<file path="src/afe_setup_defs.svh">
// Offsets, field positions, reset values and timing counts of the setup registers
`ifndef AFE_SETUP_DEFS_SVH
`define AFE_SETUP_DEFS_SVH

// ****************************************
// Register offsets
// ****************************************
`define AFE_ADDR_CLAMP_CDS_SINGLE_CHANNEL_MODE   8'h03
`define AFE_ADDR_SOFT_RESET       8'h04
`define AFE_ADDR_POWER_DOWN       8'h05
`define AFE_ADDR_CLAMP_CONTROL    8'h06

// ****************************************
// Field positions
// ****************************************
`define AFE_DAC_CODE_MSB          3
`define AFE_DAC_CODE_LSB          0
`define AFE_SHIFT_MSB             5
`define AFE_SHIFT_LSB             4
`define AFE_SINGLE_CHANNEL_MODE_SEL_BIT          6
`define AFE_ODD_PD_BIT            0
`define AFE_EVEN_PD_BIT           1
`define AFE_ADC_PD_BIT            2
`define AFE_DAC_PD_BIT            4
`define AFE_REF_BUF_OFF_BIT       5
`define AFE_MID_BUF_OFF_BIT       6
`define AFE_CLAMP_EN_BIT          5
`define AFE_CLAMP_SRC_BIT         6

// ****************************************
// Reset values
// ****************************************
`define AFE_RST_DAC_CODE          4'hf
`define AFE_RST_SHIFT             2'h1
`define AFE_RST_SINGLE_CHANNEL_MODE_SEL          1'h0
`define AFE_RST_PD_BIT            1'h0
`define AFE_RST_CLAMP_EN          1'h1
`define AFE_RST_CLAMP_SRC         1'h0

// ****************************************
// Timing counts
// ****************************************
`define AFE_SHIFT_TAPS            4

`endif

</file>
<file path="src/afe_setup_pkg.sv">
// Types shared by the setup register bank and its helpers
package afe_setup_pkg;

  // Write request from the serial interface decoder
  typedef struct packed {
    logic       en;
    logic [7:0] addr;
    logic [7:0] data;
  } afe_wr_req_t;

  // Analogue power and buffer controls
  typedef struct packed {
    logic odd_path_powerdown;
    logic even_path_powerdown;
    logic adc_core_powerdown;
    logic clamp_dac_powerdown;
    logic converter_ref_buffer_off;
    logic mid_ref_buffer_off;
  } afe_pd_ctrl_t;

  function automatic logic afe_hit(input afe_wr_req_t req, input logic [7:0] addr);
    afe_hit = req.en && (req.addr == addr);
  endfunction : afe_hit

endpackage : afe_setup_pkg

</file>
<file path="src/afe_setup_control_regs.sv">
// Setup register bank: clamp DAC, reset sample shift, channel select, power-down
//
// Summary of operation
// - Four-bit clamp DAC code, reset all ones, sets the clamp reference voltage.
// - Two-bit shift moves the reset sample in CDS mode only: advance one, default, delay one or two.
// - Channel select bit has no effect while single channel mode is off.
// - In single channel mode, select 0 picks odd channel, 1 picks even.
// - Any write to the soft reset location restores every register bit to default.
// - Odd path power-down bit 0 switches off odd sample-hold and gain stage.
// - Even path power-down bit 1 switches off even sample-hold and gain stage.
// - Converter power-down switches off only the converter, references stay powered.
// - Clamp DAC power-down bit 4 stops the DAC and floats its output.
// - Bit 5 disables top and bottom converter reference buffers.
// - Bit 6 disables the mid reference buffer.
// - Clamp enable bit 5, reset one, enables clamping; source bit picks method.
// - Source 0 closes the switch while the reset strobe is high.
// - Source 1 closes the switch only while both strobes are high.
`timescale 1ns/1ps
`default_nettype none
`include "afe_setup_defs.svh"

module afe_setup_control_regs (
  // Clock and reset
  input  wire logic                       ref_clk,
  input  wire logic                       rst,
  // Register write port
  input  wire afe_setup_pkg::afe_wr_req_t wr_req,
  // Register read port
  input  wire logic                       rd_en,
  input  wire logic [7:0]                 rd_addr,
  output logic [7:0]                      rd_data,
  output logic                            rd_valid,
  // Mode inputs from the other setup registers
  input  wire logic                       single_channel_mode,
  input  wire logic                       cds_mode,
  // Sample strobe pins
  input  wire logic                       reset_sample_strobe,
  input  wire logic                       video_sample_strobe,
  // Clamp reference DAC
  output logic [3:0]                      clamp_dac_code,
  output logic                            clamp_dac_oe,
  // Analogue controls
  output afe_setup_pkg::afe_pd_ctrl_t     pd_ctrl,
  output logic                            odd_channel_active,
  output logic                            even_channel_active,
  output logic                            reset_sample_point,
  output logic                            clamp_switch_closed
);
  import afe_setup_pkg::*;

  // ****************************************
  // Register state
  // ****************************************
  logic [3:0] clamp_ref_dac_code_q;
  logic [1:0] reset_sample_shift_q;
  logic       single_channel_mode_channel_sel_q;
  logic       odd_path_powerdown_q;
  logic       even_path_powerdown_q;
  logic       adc_core_powerdown_q;
  logic       clamp_dac_powerdown_q;
  logic       converter_ref_buffer_off_q;
  logic       mid_ref_buffer_off_q;
  logic       clamp_enable_q;
  logic       clamp_switch_source_q;
  logic       soft_reset;
  logic       wr_setup3;
  logic       wr_setup5;
  logic       wr_setup6;

  // ****************************************
  // Pin synchronisers
  // ****************************************
  logic [1:0] rs_sync_q;
  logic [1:0] vs_sync_q;
  logic       rs_sync;
  logic       vs_sync;

  // Strobes come from the sensor timing pins, not from this clock
  always_ff @(posedge ref_clk) begin
    if (rst) begin
      rs_sync_q <= 2'h0;
      vs_sync_q <= 2'h0;
    end else begin
      rs_sync_q <= {rs_sync_q[0], reset_sample_strobe};
      vs_sync_q <= {vs_sync_q[0], video_sample_strobe};
    end
  end

  assign rs_sync = rs_sync_q[1];
  assign vs_sync = vs_sync_q[1];

  // ****************************************
  // Write decode
  // ****************************************
  assign soft_reset = afe_hit(wr_req, `AFE_ADDR_SOFT_RESET);
  assign wr_setup3  = afe_hit(wr_req, `AFE_ADDR_CLAMP_CDS_SINGLE_CHANNEL_MODE);
  assign wr_setup5  = afe_hit(wr_req, `AFE_ADDR_POWER_DOWN);
  assign wr_setup6  = afe_hit(wr_req, `AFE_ADDR_CLAMP_CONTROL);

  // ****************************************
  // Clamp, sample shift and channel select
  // ****************************************
  always_ff @(posedge ref_clk) begin
    if (rst || soft_reset) begin
      clamp_ref_dac_code_q <= `AFE_RST_DAC_CODE;
      reset_sample_shift_q <= `AFE_RST_SHIFT;
      single_channel_mode_channel_sel_q   <= `AFE_RST_SINGLE_CHANNEL_MODE_SEL;
    end else if (wr_setup3) begin
      clamp_ref_dac_code_q <= wr_req.data[`AFE_DAC_CODE_MSB:`AFE_DAC_CODE_LSB];
      reset_sample_shift_q <= wr_req.data[`AFE_SHIFT_MSB:`AFE_SHIFT_LSB];
      single_channel_mode_channel_sel_q   <= wr_req.data[`AFE_SINGLE_CHANNEL_MODE_SEL_BIT];
    end
  end

  // ****************************************
  // Power-down and reference buffers
  // ****************************************
  always_ff @(posedge ref_clk) begin
    if (rst || soft_reset) begin
      odd_path_powerdown_q       <= `AFE_RST_PD_BIT;
      even_path_powerdown_q      <= `AFE_RST_PD_BIT;
      adc_core_powerdown_q       <= `AFE_RST_PD_BIT;
      clamp_dac_powerdown_q      <= `AFE_RST_PD_BIT;
      converter_ref_buffer_off_q <= `AFE_RST_PD_BIT;
      mid_ref_buffer_off_q       <= `AFE_RST_PD_BIT;
    end else if (wr_setup5) begin
      odd_path_powerdown_q       <= wr_req.data[`AFE_ODD_PD_BIT];
      even_path_powerdown_q      <= wr_req.data[`AFE_EVEN_PD_BIT];
      adc_core_powerdown_q       <= wr_req.data[`AFE_ADC_PD_BIT];
      clamp_dac_powerdown_q      <= wr_req.data[`AFE_DAC_PD_BIT];
      converter_ref_buffer_off_q <= wr_req.data[`AFE_REF_BUF_OFF_BIT];
      mid_ref_buffer_off_q       <= wr_req.data[`AFE_MID_BUF_OFF_BIT];
    end
  end

  // ****************************************
  // Clamp control
  // ****************************************
  always_ff @(posedge ref_clk) begin
    if (rst || soft_reset) begin
      clamp_enable_q        <= `AFE_RST_CLAMP_EN;
      clamp_switch_source_q <= `AFE_RST_CLAMP_SRC;
    end else if (wr_setup6) begin
      clamp_enable_q        <= wr_req.data[`AFE_CLAMP_EN_BIT];
      clamp_switch_source_q <= wr_req.data[`AFE_CLAMP_SRC_BIT];
    end
  end

  // ****************************************
  // Read back
  // ****************************************
  // Unused bits read as zero; soft reset location is write only
  always_ff @(posedge ref_clk) begin
    if (rst) begin
      rd_data  <= 8'h00;
      rd_valid <= 1'b0;
    end else begin
      rd_valid <= rd_en;
      if (rd_en) begin
        unique case (rd_addr)
          `AFE_ADDR_CLAMP_CDS_SINGLE_CHANNEL_MODE: rd_data <= {1'b0, single_channel_mode_channel_sel_q,
                                                reset_sample_shift_q, clamp_ref_dac_code_q};
          `AFE_ADDR_POWER_DOWN:     rd_data <= {1'b0, mid_ref_buffer_off_q, converter_ref_buffer_off_q,
                                                clamp_dac_powerdown_q, 1'b0, adc_core_powerdown_q,
                                                even_path_powerdown_q, odd_path_powerdown_q};
          `AFE_ADDR_CLAMP_CONTROL:  rd_data <= {1'b0, clamp_switch_source_q, clamp_enable_q, 5'h00};
          default:                  rd_data <= 8'h00;
        endcase
      end
    end
  end

  // ****************************************
  // Analogue control outputs
  // ****************************************
  assign clamp_dac_code = clamp_ref_dac_code_q;
  // DAC floats so an external reference may drive the pin
  assign clamp_dac_oe   = !clamp_dac_powerdown_q;

  // Converter power-down leaves the reference buffers alone: slow to settle
  assign pd_ctrl.odd_path_powerdown       = odd_path_powerdown_q;
  assign pd_ctrl.even_path_powerdown      = even_path_powerdown_q;
  assign pd_ctrl.adc_core_powerdown       = adc_core_powerdown_q;
  assign pd_ctrl.clamp_dac_powerdown      = clamp_dac_powerdown_q;
  assign pd_ctrl.converter_ref_buffer_off = converter_ref_buffer_off_q;
  assign pd_ctrl.mid_ref_buffer_off       = mid_ref_buffer_off_q;

  // Select bit only matters in single channel mode
  always_comb begin
    if (single_channel_mode) begin
      odd_channel_active  = !single_channel_mode_channel_sel_q;
      even_channel_active = single_channel_mode_channel_sel_q;
    end else begin
      odd_channel_active  = 1'b1;
      even_channel_active = 1'b1;
    end
  end

  // ****************************************
  // Helpers
  // ****************************************
  afe_reset_sample_shift u_shift (
    .ref_clk      (ref_clk),
    .rst          (rst),
    .cds_mode     (cds_mode),
    .shift_code   (reset_sample_shift_q),
    .strobe       (rs_sync),
    .sample_point (reset_sample_point)
  );

  afe_clamp_switch u_clamp (
    .ref_clk             (ref_clk),
    .rst                 (rst),
    .clamp_enable        (clamp_enable_q),
    .clamp_switch_source (clamp_switch_source_q),
    .reset_strobe        (rs_sync),
    .video_strobe        (vs_sync),
    .switch_closed       (clamp_switch_closed)
  );
endmodule : afe_setup_control_regs
`default_nettype wire

</file>
<file path="src/afe_reset_sample_shift.sv">
// Moves the reset sample point of correlated double sampling by whole clocks
`timescale 1ns/1ps
`default_nettype none
`include "afe_setup_defs.svh"

module afe_reset_sample_shift (
  // Clock and reset
  input  wire logic       ref_clk,
  input  wire logic       rst,
  // Control
  input  wire logic       cds_mode,
  input  wire logic [1:0] shift_code,
  // Strobe in and moved sample point out
  input  wire logic       strobe,
  output logic            sample_point
);
  import afe_setup_pkg::*;

  logic [`AFE_SHIFT_TAPS-1:0] taps_q;

  always_ff @(posedge ref_clk) begin
    if (rst) begin
      taps_q <= '0;
    end else begin
      taps_q <= {taps_q[`AFE_SHIFT_TAPS-2:0], strobe};
    end
  end

  // Tap 1 is the default, so advancing by one needs no negative delay
  always_comb begin
    if (cds_mode) begin
      sample_point = taps_q[shift_code];
    end else begin
      sample_point = taps_q[`AFE_RST_SHIFT];
    end
  end

endmodule : afe_reset_sample_shift
`default_nettype wire

</file>
<file path="src/afe_clamp_switch.sv">
// Drives the reset level clamp switch from the sample strobes
`timescale 1ns/1ps
`default_nettype none

module afe_clamp_switch (
  // Clock and reset
  input  wire logic ref_clk,
  input  wire logic rst,
  // Control
  input  wire logic clamp_enable,
  input  wire logic clamp_switch_source,
  // Strobes
  input  wire logic reset_strobe,
  input  wire logic video_strobe,
  // Switch
  output logic      switch_closed
);
  import afe_setup_pkg::*;

  always_ff @(posedge ref_clk) begin
    if (rst) begin
      switch_closed <= 1'b0;
    end else if (!clamp_enable) begin
      switch_closed <= 1'b0;
    end else if (clamp_switch_source) begin
      switch_closed <= reset_strobe && video_strobe;
    end else begin
      switch_closed <= reset_strobe;
    end
  end

endmodule : afe_clamp_switch
`default_nettype wire

</file>
<file path="config.mk">
export PLATFORM = sky130hd
export DESIGN_NAME = afe_setup_control_regs
export DESIGN_NICKNAME = d
export VERILOG_FILES = /design/src/afe_setup_pkg.sv /design/src/afe_setup_control_regs.sv /design/src/afe_reset_sample_shift.sv /design/src/afe_clamp_switch.sv
export VERILOG_INCLUDE_DIRS = /design/src
export SDC_FILE = /design/constraint.sdc
export NUM_CORES = 1
export LEC_CHECK = 0
export BUFFER_PORTS_ARGS = -buffer_cell sky130_fd_sc_hd__buf_2
export CORE_MARGIN = 2
export CORE_UTILIZATION = 51
export DETAILED_ROUTE_END_ITERATION = 16
export PLACE_DENSITY = 0.93
export SKIP_LAST_GASP = 1
export SLEW_MARGIN = 10
export SYNTH_ARGS = -nofsm -noshare
export SYNTH_HDL_FRONTEND = slang
export SYNTH_HIERARCHICAL = 1
export SYNTH_SLANG_ARGS = --single-unit
</file>
<file path="constraint.sdc">
create_clock -name ref_clk -period 3.9 [get_ports ref_clk]
set_input_delay 0.78 -clock ref_clk [delete_from_list [all_inputs] [get_ports ref_clk]]
set_output_delay 0.78 -clock ref_clk [all_outputs]
set_load 0.02 [all_outputs]
</file>
==> flow_summary.yaml <==
synthesis:
  yosysSeqAreaShare: 0.463
  avgSynthCellArea_sq_um: 10.2
  yosys.area.top_type_share: 0.463
  synth_top_area_cell: "dfxtp_1"
  synth.net_count: 168
  synth_warnings: 6
  synth_area_sq_um: 1380
  synth_cell_types: 33
  syn_inst: 136
  ys_ff_latch: 32
  ys_top_cells_by_area: "dfxtp_1, mux2i_1, a22o_1"
cts:
  htreeDepth: 2
  clockRootBuffer: "clkbuf_4"
  hold_buffers: 0
  cts_tree: "built"
  cts_resized: 0
  clkTransAtPathRegs_ns: 0.09
  postCtsSetupRepairBufs: 0
  cts.sinks: 32
  clk_latency_ns: 0.32
  cts-buffers-inserted: 5
  clock_path_buffers: 2
timing:
  slew_headroom: 0.616
  tightestPinTransition_ns: 0.573
  finalHoldViolCount: 0
  setup-tns-final_ns: 0
  skew_ns: 0.00199
  worst_slack_ns: 1.72
  fmax_ghz: 0.458
  period_minus_slack_ns: 2.18
  finalCritPeriodShare: 0.560
  rsz0062_at_grt: "false"
  setup_viol: 0
  slew_viol_final: 0
route:
  drc: 0
  via_count: 1150
  routedWlPerCell_um: 12.9
  drtPass1Iterations: 4
  antenna_left: 0
  post_drt_via_cell_ratio: 5.32
  drt_wl_total_um: 2800
  drt_iter0_drc: 23
floorplan:
  coreArea_sq_um: 2520
  initial_core_util: 0.549
  dieHeight_um: 56.1
  num_io_pins: 56
  die_w_um: 56.1
  die-area_sq_um: 3150
  rows: 18
pwr:
  power.density_nw_per_um2: 348
  fin_total_pwr_uw: 584
  power_leakage_nw: 0.852
  irDropWorstVdd_mv: 0.276
setup_path:
  crit_type: "flip-flop to output port"
  cp-startpoint: "reset_sample_shift_q[1]"
  end_kind: "output port"
  crit_arrival_ns: 1.40
  timing.rr.start: "reset_sample_shift_q[1]"
  crit_path_start_kind: "flip-flop"
  cp_data_required_time_ns: 3.12
  worstPathMaxFanout: 5
hold_path:
  min_from: "vs_sync_q[0]"
  hp-class: "flip-flop to flip-flop"
final_layout:
  seq_area_sq_um: 641
  area_growth_pct: 21.4
  multi_input_area_sq_um: 668
  final_cell_mix: "buf_2, dfxtp_1, mux2i_1"
  fin_nets: 218
  final_common_cell: "buf_2"
  fin_util: 0.666
  final_layout_size_suffix_gt1_frac: 0.382
  diodes: 0
  fillers: 200
grt:
  antenna_found_initial: 0
  grt_first_pass_wirelength_um: 4580
  grt_pass1_vias: 1059
  grtUsageTotal: 0.187
  grt_overflow: 0
  grt_max_degree: 16
place:
  gp_congestion: 0.746
  hpwl_um: 2230
  dp_slack_ns: 1.44
  port_buffers: 53
job:
  cap_violations: 0
status:
  status: "complete, no violations"
-- synthesized netlist by cell type --
cell type  number
a211oi_2        1
a21oi_1         4
a22o_1         14
a31o_2          1
a31oi_1         1
and2b_1         1
and2b_2         1
buf_4           7
buf_6           1
clkbuf_1        2
conb_1          1
dfxtp_1        32
inv_1           1
mux2_4          1
mux2i_1        15
nand2_1         9
nand2b_1        3
nand3_1         1
nand3b_1        1
nand4_1         2
nand4b_1        1
nor2_1         13
nor2_2          1
nor2b_1        13
nor2b_4         1
nor3_1          1
nor3_2          1
nor3b_1         1
nor4b_2         1
o21ai_0         1
o21ai_2         1
or4_4           1
or4b_4          1
-- registers in the layout, summed over array words and instances (netlist names) --
register and cells:
rd_data 7, rs_sync_q 2, clamp_dac_code 4, single_channel_mode_channel_sel_q 1, u_clamp/switch_closed 1, vs_sync_q 2
mid_ref_buffer_off_q 1, clamp_enable_q 1, rd_valid 1, reset_sample_shift_q 2, adc_core_powerdown_q 1, odd_path_powerdown_q 1
converter_ref_buffer_off_q 1, u_shift/taps_q 4, clamp_dac_powerdown_q 1, clamp_switch_source_q 1, even_path_powerdown_q 1
-- worst paths after layout --
check,to,slack (ns),cells past startpoint
worst min register to register,vs_sync_q[1],0.44,1
worst min-delay path,vs_sync_q[1],0.44,1
worst max register to register,rd_data[5],2.81,3
worst max-delay path,reset_sample_point,1.72,4
-- layout make-up --
type | count | area share
multi-input cells | 93 | 0.398
inverters | 1 | 0.00223
repair buffers | 53 | 0.158
clock buffers | 7 | 0.0387
flip-flops and latches | 32 | 0.381
well taps | 30 | 0.0223
-- metal layers --
layer | up-vias | global-route usage | wire, um
met1 | 529 | 0.218 | 1180
met5 | - | 0 | 0
met4 | 0 | 0.0918 | 44
li1 | 574 | - | -
met2 | 42 | 0.304 | 1390
met3 | 5 | 0.0628 | 189
-- cell families (layout without fill, tap and decap cells) --
kind of cell,after synthesis,count (layout),share of synthesized area
mux,16,16,0.119
other cells,1,1,0.00271
simple gates,53,53,0.228
buf+inv,11,61,0.0542
flops,32,32,0.463
compound gates,23,23,0.133
-- power by group --
part	switching [mW]	internal, mW
clock	0.103	0.102
sequential	0.00134	0.330
combinational	0.0255	0.0223
total	0.130	0.454
-- critical path, stage by stage (launching register included) --
cell     delay (ns)
dfxtp_1        0.43
mux2_4         0.32
o21ai_2        0.10
a21oi_1        0.07
buf_2          0.15
-- per-stage QoR --
step                      std cells  cell area [sq um]  hold slack, ns
after floorplan                 136               1380           0.414
after global placement          209               1620           0.419
after detailed placement        209               1620           0.422
after CTS                       216               1680           0.443
after global routing            216               1680           0.453
final                           216               1680           0.440
No activity file was read; power rests on OpenSTA's default activity.
